**src/rtcpt_params.svh**
```systemverilog
// constants for the counter and periodic tick block
// included by the package and by the top module; definitions only
`ifndef RTCPT_PARAMS_SVH
`define RTCPT_PARAMS_SVH

`define RTCPT_CNT_W        16
`define RTCPT_PRE_W        15
`define RTCPT_PRESC_W      4
`define RTCPT_PERIOD_W     4
`define RTCPT_CAL_W        8
`define RTCPT_CLOCK_SOURCE_SELECT_W     2
`define RTCPT_CNT_RST      16'h0000
`define RTCPT_PER_RST      16'hffff
`define RTCPT_CMP_RST      16'h0000
`define RTCPT_PRE_RST      15'h0000
// correction spread window: one million prescaler input cycles
`define RTCPT_CORR_WIN     20'hf423f
`define RTCPT_CORR_MAX     7'h7f
// periodic setting codes: 1 selects divide by 4 ... 14 selects 32768
`define RTCPT_PER_MIN      4'h1
`define RTCPT_PER_MAX      4'he
`define RTCPT_PER_SIXTEEN_CYCLE_SETTING    4'h3
`define RTCPT_EVT_MIN      4'h5
`define RTCPT_EVT_MAX      4'hc
// low-power oscillator divided by 32
`define RTCPT_OSCDIV       5'h1f

`endif

```
**src/rtcpt_pkg.sv**
```systemverilog
// types shared by the counter and periodic tick block
// assumes rtcpt_params.svh is on the include path
`default_nettype none
`include "rtcpt_params.svh"
package rtcpt_pkg;
    typedef enum logic [1:0] {
        RTCPT_SRC_XTAL = 2'h0,
        RTCPT_SRC_EXT  = 2'h1,
        RTCPT_SRC_ULP  = 2'h2,
        RTCPT_SRC_ULP32 = 2'h3
    } rtcpt_src_t;
    // correction sequencer: idle -> applying -> waiting -> idle
    typedef enum logic [1:0] {
        RTCPT_C_IDLE  = 2'b00,
        RTCPT_C_WAIT  = 2'b01,
        RTCPT_C_APPLY = 2'b11
    } rtcpt_corr_t;
endpackage
`default_nettype wire

```
**src/rtcpt_top.sv**
```systemverilog
// real-time counter with prescaler, compare, period and periodic tick
// clock sources arrive as pins and are sampled on clk; config is plain ports
// How it works
// - count ticks; compare flag after equal count
// - overflow flag on count after period match
// - overflow returns counter to zero
// - four selectable counter clock sources
// - fifteen-bit prescaler divides the reference clock
// - correction of 1 ppm steps, 127 max setting, at most 123 applied per window
// - correction skips or inserts prescaler counts
// - periodic tick, powers of two, level events
// - periodic tick enabled independently of counter
// - counter enable bit starts and stops counter
// - periodic enable bit starts and stops tick
// - both functions share one prescaler counter
// - prescaler cleared to zero while both enables low
// - first tick phase anywhere within one period
// - periodic output toggles every half period
// - sixteen-cycle setting follows prescaler bit three
// - request while enable and flag set
`default_nettype none
`include "rtcpt_params.svh"
module rtcpt_top (
    // clock and reset
    input  wire logic                         clk,
    input  wire logic                         rst,
    // counter clock source pins
    input  wire logic                         xtal_clk,
    input  wire logic                         ext_clk,
    input  wire logic                         low_power_osc,
    input  wire rtcpt_pkg::rtcpt_src_t        clock_source_select,
    // counter configuration
    input  wire logic                         counter_enable_bit,
    input  wire logic [`RTCPT_PRESC_W-1:0]    prescaler_sel,
    input  wire logic [`RTCPT_CNT_W-1:0]      compare_value,
    input  wire logic [`RTCPT_CNT_W-1:0]      period_value,
    input  wire logic                         compare_irq_enable,
    input  wire logic                         overflow_irq_enable,
    input  wire logic                         correction_enable,
    input  wire logic [`RTCPT_CAL_W-1:0]      correction_ppm,
    // periodic tick configuration
    input  wire logic                         periodic_enable_bit,
    input  wire logic [`RTCPT_PERIOD_W-1:0]   periodic_period_sel,
    input  wire logic [`RTCPT_PERIOD_W-1:0]   periodic_event_sel,
    input  wire logic                         periodic_irq_enable,
    // flag clears, write one to clear
    input  wire logic                         compare_flag_clear,
    input  wire logic                         overflow_flag_clear,
    input  wire logic                         periodic_flag_clear,
    // status and requests
    output var  logic [`RTCPT_CNT_W-1:0]      count_value,
    output var  logic                         compare_flag,
    output var  logic                         overflow_flag,
    output var  logic                         periodic_flag,
    output var  logic                         counter_irq,
    output var  logic                         periodic_irq,
    output var  logic                         compare_event,
    output var  logic                         overflow_event,
    output var  logic                         periodic_event,
    output var  logic                         counter_running
);
    import rtcpt_pkg::*;

    logic [2:0]                  src_sync;
    logic                        src_lvl;
    logic                        src_prev;
    logic                        ref_edge;
    logic [4:0]                  osc_div;
    logic                        osc_slow;
    logic [`RTCPT_PRE_W-1:0]     pre_cnt;
    logic [`RTCPT_PRE_W-1:0]     next_pre_cnt;
    logic                        pre_run;
    logic                        pre_step;
    logic                        cnt_tick;
    logic [`RTCPT_CNT_W-1:0]     cnt;
    logic                        cmp_hit;
    logic                        ovf_hit;
    logic                        pit_lvl;
    logic                        pit_prev;
    logic                        pit_rise;
    logic [19:0]                 corr_win;
    logic [6:0]                  corr_done;
    logic [6:0]                  corr_mag;
    logic                        corr_slow;
    logic                        corr_skip;
    logic                        corr_hold;
    logic                        corr_extra;
    logic                        pre_adv;
    rtcpt_corr_t                 corr_st;

    // selects bit of prescaler counter: code k taps bit k, period 2^(k+1)
    function automatic logic tap_bit(input logic [`RTCPT_PRE_W-1:0] v,
                                     input logic [`RTCPT_PERIOD_W-1:0] k);
        tap_bit = v[k];
    endfunction

    // crystal and external clocks come from pins; the oscillator
    // divide by 32 runs on the synchronised oscillator edges
    rtcpt_sync #(.W(3)) u_src_sync (
        .clk (clk),
        .rst (rst),
        .d   ({xtal_clk, ext_clk, low_power_osc}),
        .q   (src_sync)
    );

    always_ff @(posedge clk or posedge rst) begin
        if (rst) begin
            osc_div  <= 5'h00;
            osc_slow <= 1'b0;
        end else if (src_sync[0] && !osc_slow) begin
            osc_slow <= 1'b1;
            osc_div  <= osc_div + 5'h01;
        end else if (!src_sync[0]) begin
            osc_slow <= 1'b0;
        end
    end

    // source mux; a change of source may give one stray edge
    always_comb begin
        unique case (clock_source_select)
            RTCPT_SRC_XTAL:  src_lvl = src_sync[2];
            RTCPT_SRC_EXT:   src_lvl = src_sync[1];
            RTCPT_SRC_ULP:   src_lvl = src_sync[0];
            RTCPT_SRC_ULP32: src_lvl = osc_div[4];
        endcase
    end

    always_ff @(posedge clk or posedge rst) begin
        if (rst) begin
            src_prev <= 1'b0;
        end else begin
            src_prev <= src_lvl;
        end
    end
    assign ref_edge = src_lvl && !src_prev;

    // correction: spread corr_mag adjustments, at most 123, through a million cycles;
    // an ongoing window is finished even if correction is switched off
    assign corr_mag = correction_ppm[7] ? 7'(-correction_ppm[6:0]) : correction_ppm[6:0];

    always_ff @(posedge clk or posedge rst) begin
        if (rst) begin
            corr_st   <= RTCPT_C_IDLE;
            corr_win  <= 20'h00000;
            corr_done <= 7'h00;
            corr_slow <= 1'b0;
        end else if (ref_edge && pre_run) begin
            unique case (corr_st)
                RTCPT_C_IDLE: begin
                    if (correction_enable && corr_mag != 7'h00) begin
                        corr_st   <= RTCPT_C_APPLY;
                        corr_slow <= correction_ppm[7];
                        corr_win  <= 20'h00000;
                        corr_done <= 7'h00;
                    end
                end
                RTCPT_C_APPLY: begin
                    corr_win <= corr_win + 20'h00001;
                    if (corr_done != corr_mag && corr_win[12:0] == 13'h0000) begin
                        corr_done <= corr_done + 7'h01;
                    end
                    if (corr_win == `RTCPT_CORR_WIN) begin
                        corr_st <= RTCPT_C_WAIT;
                    end
                end
                RTCPT_C_WAIT: begin
                    corr_st <= RTCPT_C_IDLE;
                end
                default: corr_st <= RTCPT_C_IDLE;
            endcase
        end
    end

    // one adjustment per 8192-cycle slot while quota remains
    assign corr_skip = (corr_st == RTCPT_C_APPLY) && (corr_done != corr_mag)
                       && (corr_win[12:0] == 13'h0000);
    // slow: this input edge is swallowed; fast: one extra step follows it
    assign corr_hold = corr_skip && corr_slow;

    assign pre_run  = counter_enable_bit || periodic_enable_bit;
    assign pre_step = ref_edge && pre_run && !corr_hold;
    assign pre_adv  = pre_step || (corr_extra && pre_run);

    // fast: extra step in the cycle after the edge, never on an edge;
    // a jump by two would hide a rise of bit 0 and slow the counter
    always_ff @(posedge clk or posedge rst) begin
        if (rst) begin
            corr_extra <= 1'b0;
        end else begin
            corr_extra <= pre_step && corr_skip && !corr_slow;
        end
    end

    always_comb begin
        next_pre_cnt = pre_cnt;
        if (!pre_run) begin
            next_pre_cnt = `RTCPT_PRE_RST;
        end else if (pre_adv) begin
            next_pre_cnt = pre_cnt + 15'h0001;
        end
    end

    // single shared prescaler counter for both functions
    always_ff @(posedge clk or posedge rst) begin
        if (rst) begin
            pre_cnt <= `RTCPT_PRE_RST;
        end else begin
            pre_cnt <= next_pre_cnt;
        end
    end

    // counter tick on every prescaler step at setting 0, else when the prescaler bit for the selected divider
    // rises; phase relative to enable is free, as it should be
    always_comb begin
        if (prescaler_sel == 4'h0) begin
            cnt_tick = pre_adv;
        end else begin
            cnt_tick = next_pre_cnt[prescaler_sel - 4'h1] && !pre_cnt[prescaler_sel - 4'h1]
                       && pre_run;
        end
    end

    assign cmp_hit = cnt_tick && counter_enable_bit && (cnt == compare_value);
    assign ovf_hit = cnt_tick && counter_enable_bit && (cnt == period_value);

    always_ff @(posedge clk or posedge rst) begin
        if (rst) begin
            cnt <= `RTCPT_CNT_RST;
        end else if (ovf_hit) begin
            cnt <= `RTCPT_CNT_RST;
        end else if (cnt_tick && counter_enable_bit) begin
            cnt <= cnt + 16'h0001;
        end
    end

    // periodic output is a prescaler bit: toggles each half period
    always_comb begin
        if (periodic_enable_bit && periodic_period_sel >= `RTCPT_PER_MIN
            && periodic_period_sel <= `RTCPT_PER_MAX) begin
            pit_lvl = tap_bit(pre_cnt, periodic_period_sel);
        end else begin
            pit_lvl = 1'b0;
        end
    end

    always_ff @(posedge clk or posedge rst) begin
        if (rst) begin
            pit_prev <= 1'b0;
        end else begin
            pit_prev <= pit_lvl;
        end
    end
    assign pit_rise = pit_lvl && !pit_prev;

    // sticky flags: a set in the same cycle as its clear wins
    always_ff @(posedge clk or posedge rst) begin
        if (rst) begin
            compare_flag  <= 1'b0;
            overflow_flag <= 1'b0;
            periodic_flag <= 1'b0;
        end else begin
            compare_flag  <= cmp_hit  || (compare_flag  && !compare_flag_clear);
            overflow_flag <= ovf_hit  || (overflow_flag && !overflow_flag_clear);
            periodic_flag <= pit_rise || (periodic_flag && !periodic_flag_clear);
        end
    end

    always_ff @(posedge clk or posedge rst) begin
        if (rst) begin
            counter_irq  <= 1'b0;
            periodic_irq <= 1'b0;
        end else begin
            counter_irq  <= (compare_irq_enable && (cmp_hit || (compare_flag && !compare_flag_clear)))
                         || (overflow_irq_enable && (ovf_hit
                            || (overflow_flag && !overflow_flag_clear)));
            periodic_irq <= periodic_irq_enable
                         && (pit_rise || (periodic_flag && !periodic_flag_clear));
        end
    end

    // pulse events last one cycle; level event follows a tap of 64..8192
    always_ff @(posedge clk or posedge rst) begin
        if (rst) begin
            compare_event   <= 1'b0;
            overflow_event  <= 1'b0;
            periodic_event  <= 1'b0;
            count_value     <= `RTCPT_CNT_RST;
            counter_running <= 1'b0;
        end else begin
            compare_event   <= cmp_hit;
            overflow_event  <= ovf_hit;
            periodic_event  <= periodic_enable_bit && periodic_event_sel >= `RTCPT_EVT_MIN
                               && periodic_event_sel <= `RTCPT_EVT_MAX
                               && tap_bit(pre_cnt, periodic_event_sel);
            count_value     <= cnt;
            counter_running <= counter_enable_bit;
        end
    end

    // compare flag rises the cycle after a tick at compare value
    compare_flag_a: assert property (@(posedge clk) disable iff (rst)
        cmp_hit |=> compare_flag && compare_event)
        else $error("compare flag missed");

    overflow_wrap_a: assert property (@(posedge clk) disable iff (rst)
        ovf_hit |=> cnt == 16'h0000 && overflow_flag)
        else $error("counter did not wrap on overflow");

    overflow_when_a: assert property (@(posedge clk) disable iff (rst)
        $rose(overflow_event) |-> $past(cnt) == $past(period_value))
        else $error("overflow away from period");

    prescale_off_a: assert property (@(posedge clk) disable iff (rst)
        !pre_run |=> pre_cnt == 15'h0000)
        else $error("prescaler ran while both disabled");

    counter_hold_a: assert property (@(posedge clk) disable iff (rst)
        !counter_enable_bit |=> $stable(cnt) || cnt == 16'h0000)
        else $error("counter moved while disabled");

    // a rise of bit 3 under the sixteen-cycle setting must set the flag
    pit_bit3_a: assert property (@(posedge clk) disable iff (rst)
        periodic_enable_bit && periodic_period_sel == `RTCPT_PER_SIXTEEN_CYCLE_SETTING
        ##1 periodic_enable_bit && periodic_period_sel == `RTCPT_PER_SIXTEEN_CYCLE_SETTING
        && $rose(pre_cnt[3]) |=> periodic_flag)
        else $error("sixteen cycle tap wrong");

    flag_sticky_a: assert property (@(posedge clk) disable iff (rst)
        periodic_flag && !periodic_flag_clear |=> periodic_flag)
        else $error("periodic flag lost");

    irq_follow_a: assert property (@(posedge clk) disable iff (rst)
        periodic_irq_enable && periodic_flag && !periodic_flag_clear
        ##1 periodic_irq_enable |-> periodic_irq)
        else $error("periodic request not held");

    pit_off_a: assert property (@(posedge clk) disable iff (rst)
        !periodic_enable_bit ##1 !periodic_enable_bit |-> !pit_rise)
        else $error("periodic tick while disabled");

    // the extra fast step must never share a cycle with a reference edge
    corr_extra_a: assert property (@(posedge clk) disable iff (rst)
        corr_extra |-> !ref_edge)
        else $error("fast step collided with edge");
endmodule
`default_nettype wire

```
**src/rtcpt_sync.sv**
```systemverilog
// two-flop synchroniser for levels from outside the clk domain
// assumes clk is the only clock; reset is asynchronous, active high
`default_nettype none
module rtcpt_sync #(
    parameter int W = 1
) (
    // clock and reset
    input  wire logic         clk,
    input  wire logic         rst,
    // level in and out
    input  wire logic [W-1:0] d,
    output var  logic [W-1:0] q
);
    logic [W-1:0] meta;

    always_ff @(posedge clk or posedge rst) begin
        if (rst) begin
            meta <= '0;
            q    <= '0;
        end else begin
            meta <= d;
            q    <= meta;
        end
    end
endmodule
`default_nettype wire

```
**config.mk**
```make
export PLATFORM = sky130hd
export DESIGN_NAME = rtcpt_top
export DESIGN_NICKNAME = d
export VERILOG_FILES = /design/src/rtcpt_pkg.sv /design/src/rtcpt_top.sv /design/src/rtcpt_sync.sv
export VERILOG_INCLUDE_DIRS = /design/src
export SDC_FILE = /design/constraint.sdc
export NUM_CORES = 1
export LEC_CHECK = 0
export BUFFER_PORTS_ARGS = -buffer_cell sky130_fd_sc_hd__buf_2
export CAP_MARGIN = 10
export CORE_ASPECT_RATIO = 2
export CORE_UTILIZATION = 31
export DETAILED_ROUTE_END_ITERATION = 8
export PLACE_DENSITY = 0.52
export SYNTH_ARGS = -nofsm -noshare
export SYNTH_HDL_FRONTEND = slang
export SYNTH_SLANG_ARGS = --single-unit
```
**constraint.sdc**
```tcl
create_clock -name clk -period 3.95 [get_ports clk]
set_clock_uncertainty 0.1 [all_clocks]
set_input_delay 0.395 -clock clk [delete_from_list [all_inputs] [get_ports clk]]
set_output_delay 0.395 -clock clk [all_outputs]
set_load 0.01 [all_outputs]
```
==> results of run 1 <==
## cells in the final DEF (no fill, tap or decap), drive strengths merged, types with 7 or more instances in the layout
master / instances
a21oi: 15
a221o: 9
a32o: 8
and2: 15
and3: 7
buf: 142
clkbuf: 10
dfrtp: 101
ha: 11
inv: 32
mux2i: 9
mux4: 9
nand2: 59
nand2b: 7
nand3: 26
nand4: 23
nor2: 49
nor3: 12
nor4: 8
o211ai: 10
o21ai: 35
o2bb2ai: 7
o31ai: 8
or3: 13
xnor2: 31
xor2: 37
## critical path, stage by stage, from the launching register on
cell	delay (ps)
dfrtp_1	390
mux4_2	540
nand3b_1	220
o21ai_0	210
a32o_1	260
a31oi_1	370
mux2i_1	180
a311o_1	400
a221o_1	550
nor2_1	300
o21ai_0	140
## metal layers
layer | track usage | wire length, um
met5 | 0 | 0
met1 | 0.187 | 6660
met3 | 0.0233 | 514
met4 | 0.0916 | 733
met2 | 0.332 | 9500
## worst paths after layout
kind	from	endpoint	slack (ps)
max in group asynchronous	rst	count_value[12]$_DFF_PP0_	2790
max	osc_div[4]$_DFFE_PP0P_	counter_irq$_DFF_PP0_	170
min reg2reg	u_src_sync.meta[2]$_DFF_PP0_	u_src_sync.q[2]$_DFF_PP0_	250
min	low_power_osc	u_src_sync.meta[0]$_DFF_PP0_	40
min in group asynchronous	rst	corr_win[5]$_DFFE_PP0P_	80
max reg2reg	osc_div[4]$_DFFE_PP0P_	counter_irq$_DFF_PP0_	170
## kinds of logic (layout without fill, tap and decap cells)
logic type,Yosys count,in the layout,share of synthesized area
simple gates,250,250,0.210
compound gates,137,137,0.167
flops,101,101,0.410
xor+xnor,68,68,0.0967
buf+inv,64,190,0.0408
mux,21,21,0.0530
fa+ha+maj,11,11,0.0224
## final cells by class
cell class | count | area, um^2
Clock buffer | 10 | 229
Timing Repair Buffer | 142 | 848
Tap cell | 259 | 324
Clock inverter | 6 | 93.8
Multi-Input combinational cell | 487 | 3400
Fill cell | 1927 | 11800
Sequential cell | 101 | 2530
Inverter | 32 | 123
## power by group through the flow
stage	sequential, uW	clock (uW)	combinational (uW)
final	1310	998	837
after global routing	1330	1060	923
after CTS	1310	1030	838
after detailed placement	1330	0	833
after global placement	1320	0	806
after floorplan	1280	0	530
## synth_stat cells (all sizes together) (3+ instances only)
library cell,instances,area share
or4,3,0.0037
nand3,26,0.021
mux2i,9,0.015
or3,13,0.013
a31oi,4,0.0041
nor4,8,0.0091
nand2,59,0.036
a211oi,4,0.0069
o21ai,35,0.028
or2,5,0.0051
nor3,12,0.0098
o22ai,3,0.0030
xnor2,31,0.044
mux4,9,0.033
nand2b,7,0.0071
and4,3,0.0043
o2111ai,3,0.0043
nand4,23,0.023
dfrtp,101,0.41
mux2,3,0.0055
clkbuf,25,0.015
ha,11,0.022
inv,30,0.018
o31ai,8,0.0098
a31o,3,0.0043
o211ai,10,0.013
xor2,37,0.053
and2,15,0.015
a221o,9,0.015
o221ai,5,0.0071
o21a,4,0.0049
nand3b,6,0.0073
and3,7,0.0071
nor2,49,0.030
o2bb2ai,7,0.010
a32o,8,0.013
a21oi,15,0.013
buf,7,0.0061
nor3b,5,0.0061
nor2b,5,0.0051
a221oi,3,0.0071
## through the flow
stage               setup WS [ps]  instance area, um^2  TNS, ps  power [uW]
floorplan                    53.3                 6160        0        1810
global placement             -140                 7200    -1800        2130
detailed placement           -163                 7200    -2290        2160
CTS                          98.6                 7520        0        3180
global route                -8.21                 7540    -9.51        3310
finish                        165                 7540        0        3150
## registers in the layout (all words and copies together), names as in the netlist, 2 cells and up
signal,cells
osc_div,5
count_value,16
corr_st,2
u_src_sync.q,3
u_src_sync.meta,3
cnt,16
pre_cnt,15
corr_done,7
corr_win,20
==> run summary, run 1 <==
Status = complete, no violations
Drt pass-1 iters = 4
Vias per inst = 5.29
Clock Power Share = 0.317
Hold crit path type = in2reg
Detail Route Antenna Nets = 0
Fin nets = 852
Switching share of power = 0.336
Die Y = 201 um
Combinational share of power = 0.266
DR WL/cell = 16.8 um
Placed Instances = 1021
P_sw = 1060 uW
Vias in the first global route = 5760
Mapped Cells = 652
CTS hold repair buffers = 0
Clock buffer count from CTS = 9
Congestion Overflow GR = 0
Worst-Margin Slew = 795 ps
Crit end category = flip-flop
Crit path max fanout = 10
P_int = 2090 uW
Initial antenna violation count = 0
Fmax achieved = 0.264 GHz
Port buffer count = 92
Initial Utilization = 0.318
Max VDD drop = 0.221 mV
Largest net degree at the start of global routing = 58
Post-synth cell types = 65
Final Hold Violating Endpoints = 0
Post-detail-place hpwl = 13100 um
MaxCap Viol Count = 0
R2r worst-path depth = 10
Syn Area/Cell = 9.44 um^2
Power per cell area = 417 mW/mm^2
Kind of critical path = reg2reg
Reg clk slew, reported paths = 70 ps
Slew headroom = 0.470
Sequential power share = 0.417
Warnings, synthesis = 0
Area delta synth->final = 22.5%
GP Congestion = 0.850
Critical path startpoint category = flip-flop
Post-synth ARST share = 1.00
Finish-stage setup viols = 0
Hold path cells = 1
Setup Fix Bufs, Post-CTS = 0
Post-route insts no fill = 1037
CTS resizes = 0
Static Leakage = 0.00333 uW
Core area = 0.0194 mm^2
Clock sink count = 101
Post-Syn Area = 0.00616 mm^2
Io pins = 93
Hold_ws = 39.9 ps
Top FF cell, synth = dfrtp_1
Global Route Usage Sum = 0.178
Antenna diode count = 0
Area of the die = 0.0205 mm^2
Rows = 72
Period Utilization, post-route = 0.958
CTS tree = built
Worst EP required = 4080 ps
Starting DRT DRC Count = 222
# DRC = 0
Finished Core Util = 0.389
Sequential area share after synthesis = 0.410
Routed WL = 17400 um
Vias after detailed routing = 5489
Layout cells sized above 1 = 0.237
Later-pin clock latency in the skew report = 360 ps
Post-synthesis register bit count = 101
Critical Path AT = 3920 ps
Final Max Slew Viols = 0
CTS Buffer Depth = 2
Clk root buf = clkbuf_16
Syn_nets = 731
Die width = 102 um
Tmin final = 3780 ps
Post-synth EDFFs = 0
First-pass GRT wire length = 28300 um
H-tree levels = 3
Note: power is estimated with default switching activity, not from simulation.
==> run 2, diff against run 1 <==
--- a/config.mk
+++ b/config.mk
@@ -9,9 +9,9 @@
 export BUFFER_PORTS_ARGS = -buffer_cell sky130_fd_sc_hd__buf_2
 export CAP_MARGIN = 10
 export CORE_ASPECT_RATIO = 2
-export CORE_UTILIZATION = 31
+export CORE_UTILIZATION = 52
 export DETAILED_ROUTE_END_ITERATION = 8
-export PLACE_DENSITY = 0.52
+export PLACE_DENSITY = 0.79
 export SYNTH_ARGS = -nofsm -noshare
 export SYNTH_HDL_FRONTEND = slang
 export SYNTH_SLANG_ARGS = --single-unit
==> run 2 against run 1 <==
Effect of this change: non-clock buffer count fell by 15; maximum frequency is 1.2% lower; worst setup slack got worse by 46 ps; combinational power is 2% lower; core utilization rose by 25 points; critical path depth rose by 2; routed wire length shrank 6.9%; final area fell by 3.8%; register-to-register slack got worse by 50 ps; first-iteration DRC count increased by 140%; clock power down 14%; clock-buffer cell count rose by 1.
==> run summary, run 2 (synthesis gave the netlist of run 1 again) <==
Die width = 78.9 um
Clk root buf = clkbuf_16
Fmax achieved = 0.261 GHz
Power per cell area = 412 mW/mm^2
DR WL/cell = 17.9 um
Kind of critical path = reg2reg
RSZ-0062 raised after global routing = false
Reg clk slew, reported paths = 70 ps
Finish-stage setup viols = 0
Initial antenna violation count = 0
Dpl ws = -274 ps
Commonest cells after routing, fill and taps aside = 101 x dfrtp_1, 92 x buf_2, 59 x nand2_1, 49 x nor2_1, 37 x xor2_1
Crit end category = flip-flop
Detail Route Antenna Nets = 0
Slew headroom = 0.362
Hold crit path type = in2reg
Critical path startpoint category = flip-flop
Clock buffer count from CTS = 9
Drt pass-1 iters = 6
CTS Buffer Depth = 2
CTS tree = built
Setup crit start = corr_done[5]$_DFFE_PP0P_
Port buffer count = 92
Vias after detailed routing = 5635
Worst EP required = 4070 ps
Area of the die = 0.0123 mm^2
Layout cells sized above 1 = 0.227
Placed Instances = 889
Io pins = 93
Tmin final = 3830 ps
Post-route insts no fill = 905
Core area = 0.0114 mm^2
Routed WL = 16200 um
Fin nets = 837
Post-detail-place hpwl = 11900 um
Crit path max fanout = 7
Period Utilization, post-route = 0.970
GP Congestion = 0.936
HP Start = low_power_osc
Area delta synth->final = 17.8%
Setup ws final = 119 ps
Rows = 55
Status = complete, no violations
Vias in the first global route = 5683
Pwr Total = 2990 uW
Critical Path AT = 3950 ps
Vias per inst = 6.23
Final Hold Violating Endpoints = 0
Clock sink count = 101
Starting DRT DRC Count = 526
# DRC = 0
R2R Path Start = corr_done[5]$_DFFE_PP0P_
Later-pin clock latency in the skew report = 350 ps
Initial Utilization = 0.539
H-tree levels = 3
First-pass GRT wire length = 25900 um
Global Route Usage Sum = 0.269
Antenna diode count = 0
Max VDD drop = 0.308 mV
Congestion Overflow GR = 0
Die Y = 156 um
Hold_ws = 45.8 ps
CTS hold repair buffers = 0
Final Max Slew Viols = 0
Largest registers = corr_win: 20 flops, cnt: 16 flops, count_value: 16 flops
Static Leakage = 0.00323 uW
Most common cell after layout, fill and taps aside = dfrtp_1
Max reg flops = 20
Worst-Margin Slew = 957 ps
MaxCap Viol Count = 0
Setup Fix Bufs, Post-CTS = 0
Top reg by flops = corr_win
Largest net degree at the start of global routing = 79
run 2: cell types whose count changed in the layout (fill, tap and decap cells not counted), sizes merged:
cell / previous run / this run
clkbuf: 10 / 11
clkinv: 3 / 2
buf: 142 / 127
clkinvlp: 1 / 3
bufinv: 2 / 0
run 2: repair_timing:
action / 4_1_cts / 5_1_grt
pin swaps: 0 / 0
gates resized for setup: 1 / 6
setup endpoints to repair: 2 / 14
run 2: final timing paths:
path                                                 to  slack, ps  cells past startpoint
setup / recovery                     cnt[4]$_DFFE_PP0P_        120                     12
hold reg to reg               u_src_sync.q[1]$_DFF_PP0_        250                      0
min in group asynchronous     u_src_sync.q[1]$_DFF_PP0_        170                      2
max in group asynchronous          pre_cnt[7]$_DFF_PP0_       2660                      3
hold / removal             u_src_sync.meta[0]$_DFF_PP0_         50                      1
setup reg to reg                     cnt[4]$_DFFE_PP0P_        120                     12
run 2: where the power goes:
part           switching [uW]  leakage [uW]  internal, uW
Combinational             465       0.00177           355
Clock                     408      0.000130           452
Sequential                152       0.00133          1160
Total                    1030       0.00323          1960
run 2: final cells by class:
class,instances,area (um^2)
Tap cell,142,178
Clock inverter,5,42.5
Multi-Input combinational cell,487,3420
Fill cell,968,4170
Sequential cell,101,2530
Timing Repair Buffer,127,723
Inverter,32,123
Clock buffer,11,243
run 2: worst max-delay path, stage by stage (launching register included):
cell and delay (ps):
dfrtp_1 450, xnor2_1 330, o32ai_1 130, a221o_1 380, o31a_1 380, a2111oi_0 440
buf_4 190, xnor2_1 150, mux2i_1 180, a221o_1 480, buf_4 190, o2111ai_1 180
o211ai_1 110
run 2: per-layer routing:
layer,vias to the layer above,GRT usage,share of wire
met5,-,0,0
met4,0,0.162,0.044
met3,51,0.0363,0.044
met2,243,0.501,0.55
met1,2756,0.279,0.37
li1,2585,-,-
run 2: through the flow:
step / TNS, ps / utilization / instance area, um^2
6_report: 0 / 0.635 / 7250
5_1_grt: 0 / 0.635 / 7250
4_1_cts: 0 / 0.632 / 7220
3_5_place_dp: -3480 / 0.607 / 6930
3_3_place_gp: -1860 / 0.607 / 6930
2_1_floorplan: 0 / - / 6160
